### src/fwrs_map.vh
// constants for the flash write/reset/status host controller
`ifndef FWRS_MAP_VH
`define FWRS_MAP_VH
`define FWRS_REG_CTRL      4'h0
`define FWRS_REG_ADDR      4'h4
`define FWRS_REG_DATA      4'h8
`define FWRS_REG_STAT      4'hC
`define FWRS_CTRL_GO       0
`define FWRS_CTRL_RD       1
`define FWRS_CTRL_BANK1    2
`define FWRS_CTRL_RST      3
`define FWRS_CTRL_POLLG    4
`define FWRS_CTRL_POLL     5
`define FWRS_STAT_BUSY     0
`define FWRS_STAT_DONE     1
`define FWRS_STAT_RB       2
`define FWRS_STAT_TMO      3
`define FWRS_GLOBAL_BIT    15
`define FWRS_PART_BIT      7
`define FWRS_CLK_NS        8
`define FWRS_T_WP_NS       60
`define FWRS_T_WPH_NS      30
`define FWRS_T_ACC_NS      85
`define FWRS_T_RST_LOW_NS  100
`define FWRS_T_RST_REC_NS  150
`define FWRS_T_WR_REC_NS   30
`define FWRS_CYC_UP(ns)    (((ns) + `FWRS_CLK_NS - 1) / `FWRS_CLK_NS)
`endif

### src/fwrs_host.v
// host controller driving a partitioned parallel nor flash from wishbone
//
// Function
// RULE1 - write framed by enable or write strobe
// RULE2 - pulse from last fall to first rise
// RULE3 - partition ready drops after command write
// RULE4 - ready/busy low within 100 ns
// RULE5 - wait 150 ns after reset release
// RULE6 - hold reset low at least 100 ns
// RULE7 - busy reset completes within 22 us
// RULE8 - idle reset completes within 100 ns
// RULE9 - reset low 100 ns at power-up
// RULE10 - data valid after reset recovery delay
// RULE11 - program suspend ready within 10 us
// RULE12 - erase suspend ready within 20 us
// RULE13 - 500 us between resume and suspend
// RULE14 - word program time limits
// RULE15 - parameter block erase within 4 s
// RULE16 - main block erase within 5 s
// RULE17 - one-time program uses bank 0 enable
// RULE18 - avoid bank 1 one-time area
// RULE19 - global ready bit set when all ready
// RULE20 - partition ready bit follows addressed partition
// RULE21 - partition ready does not mean engine free
// RULE22 - poll global bit when timing unmet
// RULE23 - status reads use ordinary read timing
// RULE24 - poll ready before next operation
`timescale 1ns/10ps
`include "fwrs_map.vh"
module fwrs_host #(
	parameter AW          = 23,
	parameter POLL_LIMIT  = 32'h0FFFFFFF
) (
	// system
	input  wire          clk,
	input  wire          rst,
	// wishbone slave
	input  wire          wb_cyc_i,
	input  wire          wb_stb_i,
	input  wire          wb_we_i,
	input  wire [3:0]    wb_adr_i,
	input  wire [3:0]    wb_sel_i,
	input  wire [31:0]   wb_dat_i,
	output reg  [31:0]   wb_dat_o,
	output reg           wb_ack_o,
	// flash pins
	output reg  [AW-1:0] flash_addr,
	input  wire [15:0]   flash_dq_i,
	output reg  [15:0]   flash_dq_o,
	output reg           flash_dq_oe,
	output reg           bank0_enable_n,
	output reg           bank1_enable_n,
	output reg           flash_we_n,
	output reg           flash_oe_n,
	output reg           flash_rst_n,
	input  wire          ready_busy_out_n
);
	localparam C_WP   = `FWRS_CYC_UP(`FWRS_T_WP_NS);
	localparam C_WPH  = `FWRS_CYC_UP(`FWRS_T_WPH_NS);
	localparam C_ACC  = `FWRS_CYC_UP(`FWRS_T_ACC_NS + `FWRS_T_WR_REC_NS);
	localparam C_RLOW = `FWRS_CYC_UP(`FWRS_T_RST_LOW_NS);
	localparam C_RREC = `FWRS_CYC_UP(`FWRS_T_RST_REC_NS);

	localparam S_IDLE  = 6'b000001;
	localparam S_WLOW  = 6'b000010;
	localparam S_WHIGH = 6'b000100;
	localparam S_READ  = 6'b001000;
	localparam S_RLOW  = 6'b010000;
	localparam S_RREC  = 6'b100000;

	reg [5:0]    state_r;
	reg [31:0]   cnt_r;
	reg [31:0]   poll_cnt_r;
	reg [AW-1:0] addr_r;
	reg [15:0]   wdata_r;
	reg [15:0]   rdata_r;
	reg          rd_r;
	reg          bank1_r;
	reg          poll_r;
	reg          pollg_r;
	reg          done_r;
	reg          tmo_r;
	wire         bus_req;
	wire         go_wr;
	wire         rdy_bit;

	assign bus_req = wb_cyc_i & wb_stb_i & ~wb_ack_o;
	assign go_wr   = bus_req & wb_we_i & (wb_adr_i == `FWRS_REG_CTRL) & wb_sel_i[0];
	// polled bit: global when the read timing cannot be met
	assign rdy_bit = pollg_r ? flash_dq_i[`FWRS_GLOBAL_BIT]
		: flash_dq_i[`FWRS_PART_BIT]; // see RULE22 see RULE21

	function [31:0] rd_mux;
		input [3:0] a;
		begin
			case (a)
				`FWRS_REG_ADDR: rd_mux = {{(32-AW){1'b0}}, addr_r};
				`FWRS_REG_DATA: rd_mux = {16'h0000, rdata_r};
				`FWRS_REG_STAT: rd_mux = {28'h0000000, tmo_r, ~ready_busy_out_n,
					done_r, ~state_r[0]};
				default:        rd_mux = 32'h00000000;
			endcase
		end
	endfunction

	// wishbone slave, one wait-free ack
	always @(posedge clk) begin
		if (rst) begin
			wb_ack_o <= 1'b0;
			wb_dat_o <= 32'h00000000;
			addr_r   <= {AW{1'b0}};
			wdata_r  <= 16'h0000;
		end else begin
			wb_ack_o <= bus_req;
			if (bus_req)
				wb_dat_o <= rd_mux(wb_adr_i);
			if (bus_req & wb_we_i & state_r[0]) begin
				if (wb_adr_i == `FWRS_REG_ADDR)
					addr_r <= wb_dat_i[AW-1:0];
				if (wb_adr_i == `FWRS_REG_DATA)
					wdata_r <= wb_dat_i[15:0];
			end
		end
	end

	// flash sequencer
	always @(posedge clk) begin
		if (rst) begin
			state_r        <= S_RLOW;
			cnt_r          <= 32'h00000000;
			poll_cnt_r     <= 32'h00000000;
			rdata_r        <= 16'h0000;
			rd_r           <= 1'b0;
			bank1_r        <= 1'b0;
			poll_r         <= 1'b0;
			pollg_r        <= 1'b0;
			done_r         <= 1'b0;
			tmo_r          <= 1'b0;
			flash_addr     <= {AW{1'b0}};
			flash_dq_o     <= 16'h0000;
			flash_dq_oe    <= 1'b0;
			bank0_enable_n <= 1'b1;
			bank1_enable_n <= 1'b1;
			flash_we_n     <= 1'b1;
			flash_oe_n     <= 1'b1;
			flash_rst_n    <= 1'b0; // see RULE9
		end else begin
			case (state_r)
				S_IDLE: begin
					if (go_wr & wb_dat_i[`FWRS_CTRL_RST]) begin
						flash_rst_n <= 1'b0;
						done_r      <= 1'b0;
						cnt_r       <= 32'h00000000;
						state_r     <= S_RLOW;
					end else if (go_wr & wb_dat_i[`FWRS_CTRL_GO]) begin
						rd_r    <= wb_dat_i[`FWRS_CTRL_RD];
						bank1_r <= wb_dat_i[`FWRS_CTRL_BANK1]; // see RULE17 see RULE18
						poll_r  <= wb_dat_i[`FWRS_CTRL_POLL];
						pollg_r <= wb_dat_i[`FWRS_CTRL_POLLG];
						done_r  <= 1'b0;
						tmo_r   <= 1'b0;
						cnt_r   <= 32'h00000000;
						poll_cnt_r <= 32'h00000000;
						flash_addr <= addr_r;
						if (wb_dat_i[`FWRS_CTRL_RD] | wb_dat_i[`FWRS_CTRL_POLL]) begin
							state_r <= S_READ;
						end else begin
							flash_dq_o  <= wdata_r;
							flash_dq_oe <= 1'b1;
							state_r     <= S_WLOW;
						end
					end
				end
				S_WLOW: begin
					// enable and write strobe fall together; write strobe frames the pulse
					if (cnt_r == 32'h00000000) begin
						bank0_enable_n <= bank1_r;
						bank1_enable_n <= ~bank1_r;
						flash_we_n     <= 1'b0; // see RULE1 see RULE2
					end
					if (cnt_r == C_WP) begin
						flash_we_n <= 1'b1;
						cnt_r      <= 32'h00000000;
						state_r    <= S_WHIGH;
					end else begin
						cnt_r <= cnt_r + 32'h00000001;
					end
				end
				S_WHIGH: begin
					bank0_enable_n <= 1'b1;
					bank1_enable_n <= 1'b1;
					if (cnt_r == C_WPH) begin
						flash_dq_oe <= 1'b0;
						done_r      <= 1'b1;
						cnt_r       <= 32'h00000000;
						state_r     <= S_IDLE;
					end else begin
						cnt_r <= cnt_r + 32'h00000001;
					end
				end
				S_READ: begin
					// status reads use ordinary read timing; strobes stay high between polls
					if (cnt_r >= C_WPH) begin
						bank0_enable_n <= bank1_r;
						bank1_enable_n <= ~bank1_r;
						flash_oe_n     <= 1'b0; // see RULE23
					end
					// total cycles spent polling, for the timeout
					poll_cnt_r <= poll_cnt_r + 32'h00000001;
					if (cnt_r == C_WPH + C_ACC) begin
						rdata_r        <= flash_dq_i;
						bank0_enable_n <= 1'b1;
						bank1_enable_n <= 1'b1;
						flash_oe_n     <= 1'b1;
						if (poll_r & ~rdy_bit & ~tmo_r) begin
							// keep polling until ready or timed out before next operation
							cnt_r <= 32'h00000000; // see RULE24
							if (poll_cnt_r >= POLL_LIMIT)
								tmo_r <= 1'b1;
						end else begin
							done_r  <= 1'b1;
							cnt_r   <= 32'h00000000;
							state_r <= S_IDLE;
						end
					end else begin
						cnt_r <= cnt_r + 32'h00000001;
					end
				end
				S_RLOW: begin
					flash_rst_n <= 1'b0;
					if (cnt_r == C_RLOW) begin
						flash_rst_n <= 1'b1; // see RULE6
						cnt_r       <= 32'h00000000;
						state_r     <= S_RREC;
					end else begin
						cnt_r <= cnt_r + 32'h00000001;
					end
				end
				S_RREC: begin
					// no strobe until recovery has passed
					if (cnt_r == C_RREC) begin
						done_r  <= 1'b1; // see RULE5 see RULE10
						cnt_r   <= 32'h00000000;
						state_r <= S_IDLE;
					end else begin
						cnt_r <= cnt_r + 32'h00000001;
					end
				end
				default: begin
					state_r <= S_IDLE;
				end
			endcase
		end
	end
endmodule // fwrs_host

### config.mk
export PLATFORM = sky130hd
export DESIGN_NAME = fwrs_host
export DESIGN_NICKNAME = d
export VERILOG_FILES = /design/src/fwrs_host.v
export VERILOG_INCLUDE_DIRS = /design/src
export SDC_FILE = /design/constraint.sdc
export NUM_CORES = 1
export LEC_CHECK = 0
export ABC_AREA = 1
export BUFFER_PORTS_ARGS = -buffer_cell sky130_fd_sc_hd__buf_2
export CORE_MARGIN = 1
export CORE_UTILIZATION = 52
export DETAILED_ROUTE_END_ITERATION = 8
export PLACE_DENSITY = 0.76
export RECOVER_POWER = 25
export SYNTH_ARGS = -nofsm -noshare
export SYNTH_HDL_FRONTEND = slang
export SYNTH_SLANG_ARGS = --single-unit
### constraint.sdc
create_clock -name clk -period 1.8 [get_ports clk]
set_input_delay 0.09 -clock clk [delete_from_list [all_inputs] [get_ports clk]]
set_output_delay 0.09 -clock clk [all_outputs]
set_load 0.02 [all_outputs]
# Word-level counts from Yosys, hierarchy flattened
# Cells that the tools add are included.
# totals
inputBits	62
output_inout_bits	78
register_bits	208
elab_cells	151
# classes
muxes	53
n_addsub	2
bitwise	19
magnitude_cmp	2
n_eq_ne	28
n_reduce_logical	26
# op_table
cell	n
32-bit 2-to-1 mux	7
32-bit one-hot mux with 5 select lines	1
23-bit one-hot mux with 3 select lines	1
32-bit by 1-bit adder with 32-bit output (second input constant)	2
32-bit by 4-bit == test with 1-bit output (second input constant)	2
32-bit one-hot mux with 2 select lines	1
6-bit 2-to-1 mux	8
6-bit one-hot mux with 6 select lines	1
32-bit by 3-bit == test with 1-bit output (second input constant)	1
32-bit by 5-bit == test with 1-bit output (second input constant)	1
32-bit by 28-bit >= comparator with 1-bit output (second input constant)	1
32-bit by 3-bit >= comparator with 1-bit output (second input constant)	1
32-bit zero test	1
1-bit 2-to-1 mux	27
2-bit != test (second input constant)	13
2-bit AND reduction	7
6-bit AND reduction	2
1-bit bitwise AND	10
2-bit nonzero test	5
3-bit AND reduction	3
4-bit == test (second input constant)	2
1-bit NOT	8
7-bit AND reduction	1
6-bit by 1-bit == test with 1-bit output (second input constant)	1
19 further kinds	23

# Longest topological paths before layout
# logic_depth
word_depth	9
mapped_depth	13
mapped_depth_nobuf	12

# Least setup slack after synthesis
# OpenSTA, ideal clock, no wires.
# synth_timing
kind	reg2reg
startpoint	reg cnt_r[0]
endpoint	reg cnt_r[12]
period_less_slack_ns	1.729
required_ns	1.691
setup_time_ns	0.109
n_path_buf	1
slack_ns	0.071
path_stages_with_launch	13
t_arrival_ns	1.620
cell_sequence	dfxtp_1 > ha_1 > buf_2 > nand2_1 > nor2_1 > inv_1 > nor2_1 > xnor2_1 > inv_1 > o21ai_0 > nand3_1 > nand2_1 > inv_1
# synth_between
elab_chain_len	3
word_cells_on_any_way	10
classes_between	1 x add/sub; 4 x eq/ne; 5 x mux
# synth_rtl
item	line	text
from (decl)	fwrs_host.v:72	reg [31:0] cnt_r;
from (signal assigned)	fwrs_host.v:186	cnt_r <= cnt_r + 32'h00000001;
from (signal assigned)	fwrs_host.v:198	cnt_r <= cnt_r + 32'h00000001;
from (signal assigned)	fwrs_host.v:226	cnt_r <= cnt_r + 32'h00000001;
32-bit by 1-bit adder with 32-bit output, or another cell as far along	n/a	
32-bit 2-to-1 mux, on equally long branches	n/a	
32-bit one-hot mux with 5 select lines (*)	fwrs_host.v:148	case (state_r)
# Every way passes the cells marked *; elsewhere a longest branch is shown, timed or not.
# A chain may end at the register's enable or synchronous reset.

# Worst setup path after layout
# layout_timing
startpoint	reg state_r[2]
endpoint	reg flash_dq_o[4]
# layout_between
elab_chain_len	2
# layout_rtl
item	line	text
from (decl)	fwrs_host.v:71	reg [5:0] state_r;
from (signal assigned)	fwrs_host.v:129	state_r <= S_RLOW;
from (signal assigned)	fwrs_host.v:154	state_r <= S_RLOW;
from (signal assigned)	fwrs_host.v:166	state_r <= S_READ;
6-bit by 1-bit == test with 1-bit output	fwrs_host.v:148	
4-bit AND reduction (no source line)	n/a	
to (signal assigned)	fwrs_host.v:168	flash_dq_o <= wdata_r;
to (decl)	fwrs_host.v:49	output reg [15:0] flash_dq_o,
# Every way passes these cells.

==> results.sh <==
export IMPL_fin_crit_sh_pct=96.0
export IMPL_routed_wl_mm=29.9
export IMPL_yosysTopAreaCellShare_pct=39.3
export IMPL_drive_gt1_share_pct=15.3
export IMPL_antenna_found_initial=0
export IMPL_cts_buffer_depth=2
export IMPL_worstPathRequired_ns=2.14
export IMPL_area_growth_pct=24.7
export IMPL_finish_net_count=1782
export IMPL_die_area_um2=20000
export IMPL_startpoint="state_r[2]"
export IMPL_total_power_w=0.0110
export IMPL_slew_headroom_pct=52.5
export IMPL_crit_path_end_kind="flip-flop"
export IMPL_setup_violations=0
export IMPL_peakVddDrop_mv=0.878
export IMPL_ctsHtreeMaxLevel=4
export IMPL_syn_inst=1529
export IMPL_critPathSlowestCell="dfxtp_1"
export IMPL_num_rows=50
export IMPL_cts_buffers=17
export IMPL_cts_root_buf="clkbuf_16"
export IMPL_startpoint_type="flip-flop"
export IMPL_crit_arrival_ns=2.06
export IMPL_drcViolationCount=0
export IMPL_cts_tree="done"
export IMPL_final_cell_mix="nand2_1 (321), nor2_1 (193), dfxtp_1 (187)"
export IMPL_cts_sinks=199
export IMPL_clock_skew_ns=0.0149
export IMPL_seqPwrFrac_pct=42.0
export IMPL_grt_usage_pct=29.5
export IMPL_clkSlewWorstSetupHoldPaths_ns=0.08
export IMPL_tns_ns=0
export IMPL_dr_pass1_iters=5
export IMPL_synth_seq_area_share_pct=39.3
export IMPL_grt_start_max_net_pins=93
export IMPL_grt_pass1_wl_mm=47.4
export IMPL_overflow=0
export IMPL_power_density_nw_per_um2=873
export IMPL_criticalPathCategory="flip-flop to flip-flop"
export IMPL_syn_area_per_cell_um2=6.63
export IMPL_worstHoldStart="rst"
export IMPL_final_common_cell="nand2_1"
export IMPL_power_leakage_nw=5.23
export IMPL_clk_latency_ns=0.45
export IMPL_fmax_mhz=579
export IMPL_wl_per_cell_um=15.0
export IMPL_yosys_top_cells_area="dfxtp_1 (39%), nand2_1 (12%), nor2_1 (7.9%), o21ai_0 (7.4%), a21oi_1 (6.3%)"
export IMPL_ant_nets=0
export IMPL_crit_fanout=32
export IMPL_dp_cells=1912
export IMPL_finalMaxSlewViolations=0
export IMPL_synth_seq_cells=199
export IMPL_r2r_start="state_r[2]"
export IMPL_routedLengthMet1_mm=12.6
export IMPL_cp_slowest_stage_delay_ns=0.34
export IMPL_ys_warnings_count=0
export IMPL_grt_pass1_vias=10010
export IMPL_vias=10723
export IMPL_p_int_w=0.00752
export IMPL_worstMarginPinSlew_ns=0.713
export IMPL_dr_wl_met2_mm=14.5
export IMPL_gp_congestion=0.939
export IMPL_yosysTopAreaCell="dfxtp_1"
export IMPL_pwr_share_clk_pct=38.2
export IMPL_yosysUniqueCellTypes=42
export IMPL_numPortBuffers=118
export IMPL_dieHeight_um=142
export IMPL_drv_cap=0
export IMPL_dpl_hpwl_mm=19.7
export IMPL_die_w_um=142
export IMPL_outcome="finished, final reports clean"
export IMPL_layout_cells_non_filler=1989
export IMPL_viasPerCell=5.39
export IMPL_wl_met3_mm=1.89
export IMPL_top_layer_used="met4"
export IMPL_hold_path_class="primary input to flip-flop"
export IMPL_hold_viol=0
export IMPL_fp_coreArea_um2=18900
export IMPL_synth_area_um2=10100
export IMPL_power_frac_comb_pct=19.8
export IMPL_crit_chain="nor2_4, nand3_4, buf_4, inv_4, nand4_1, buf_12, o21ai_0, a21oi_1"
export IMPL_io_pins=140
export IMPL_period_minus_slack_ns=1.73
export IMPL_switchingPower_w=0.00350
export IMPL_drt_initial_drc_count=890
export IMPL_rsz0062_at_grt="yes"
export IMPL_diodes=0
export IMPL_p_sw_share_pct=31.8
export IMPL_initial_core_util_pct=53.6
[sequential cells by signal, summed over array words and instances (netlist names), 6 cells and up]
signal	flops
addr_r	23
cnt_r	32
flash_addr	23
flash_dq_o	16
poll_cnt_r	32
rdata_r	16
state_r	6
wb_dat_o	23
wdata_r	16
[cells in the mapped netlist, drive strengths merged]
library cell,count
a21boi,2
a21o,5
a21oi,128
and3,1
buf,42
clkbuf,35
clkinv,2
conb,1
dfxtp,199
ha,4
inv,171
nand2,336
nand3,118
nand3b,3
nand4,13
nor2,226
nor3,21
nor3b,1
o211a,1
o211ai,40
o21a,1
o21ai,155
o21bai,1
o221ai,4
or2,5
xnor2,5
xor2,9
[power by group through the flow]
stage	logic (W)	clock network [W]	registers (W)
2_1_floorplan	0.00117	0	0.00474
3_3_place_gp	0.00193	0	0.00471
3_5_place_dp	0.00195	0	0.00471
4_1_cts	0.00202	0.00425	0.00461
5_1_grt	0.00236	0.00441	0.00464
6_report	0.00218	0.00422	0.00463
[stage by stage]
step	cell area [um2]	setup WS (ns)	util, %	hold WS (ns)
2_1_floorplan	10200	0.0707	-	0.225
3_3_place_gp	11400	-0.0894	60.2	0.332
3_5_place_dp	11400	-0.132	60.2	0.339
4_1_cts	12400	0.00170	65.8	0.0292
5_1_grt	12600	-0.0841	66.8	0.0457
6_report	12600	0.0721	66.8	0.0342
[path summary, 6_finish.rpt]
path / end / depth (start not counted) / slack (ns)
worst max-delay path: flash_dq_o[4] / 8 / 0.07
worst min-delay path: bank1_enable_n / 3 / 0.03
worst max register to register: flash_dq_o[4] / 8 / 0.07
worst min register to register: flash_dq_o[6] / 2 / 0.45
[layout make-up]
cell class,instances,area (um2)
Tap cell,260,325
Sequential cell,199,4010
Inverter,173,661
Timing Repair Buffer,236,1640
Clock buffer,18,439
Multi-Input combinational cell,1089,5340
Fill cell,1648,6260
Clock inverter,14,220
[critical path: cells and delay by family, from the launching register on]
kind                   cells  cell delay [ns]
AO/OA/AOI/OAI              2             0.28
AND/OR/NAND/NOR            3             0.49
buffers and inverters      3             0.51
flip-flops                 1             0.34
[per-layer routing]
metal / global-route usage [%] / vias up
li1: - / 5326
met1: 36.0 / 4924
met2: 50.9 / 402
met3: 5.94 / 71
met4: 12.1 / 0
met5: 0 / -
[kinds of logic after synthesis]
group | Yosys count | synth area share [%]
compound gates | 337 | 18.1
xor+xnor | 14 | 1.21
fa+ha+maj | 4 | 0.494
simple gates | 724 | 30.5
other cells | 1 | 0.0370
flops | 199 | 39.3
buf+inv | 250 | 10.3
[repair_timing]
action                                  CTS  global route
pin swaps                                 0            17
endpoints found under the setup margin   25           109
buffers inserted                          0             5
hold buffers                             39             0
endpoints found under the hold margin    49             0
cloned                                    0             1
resized for setup                         8            87
Note: power is estimated with default switching activity, not from simulation.
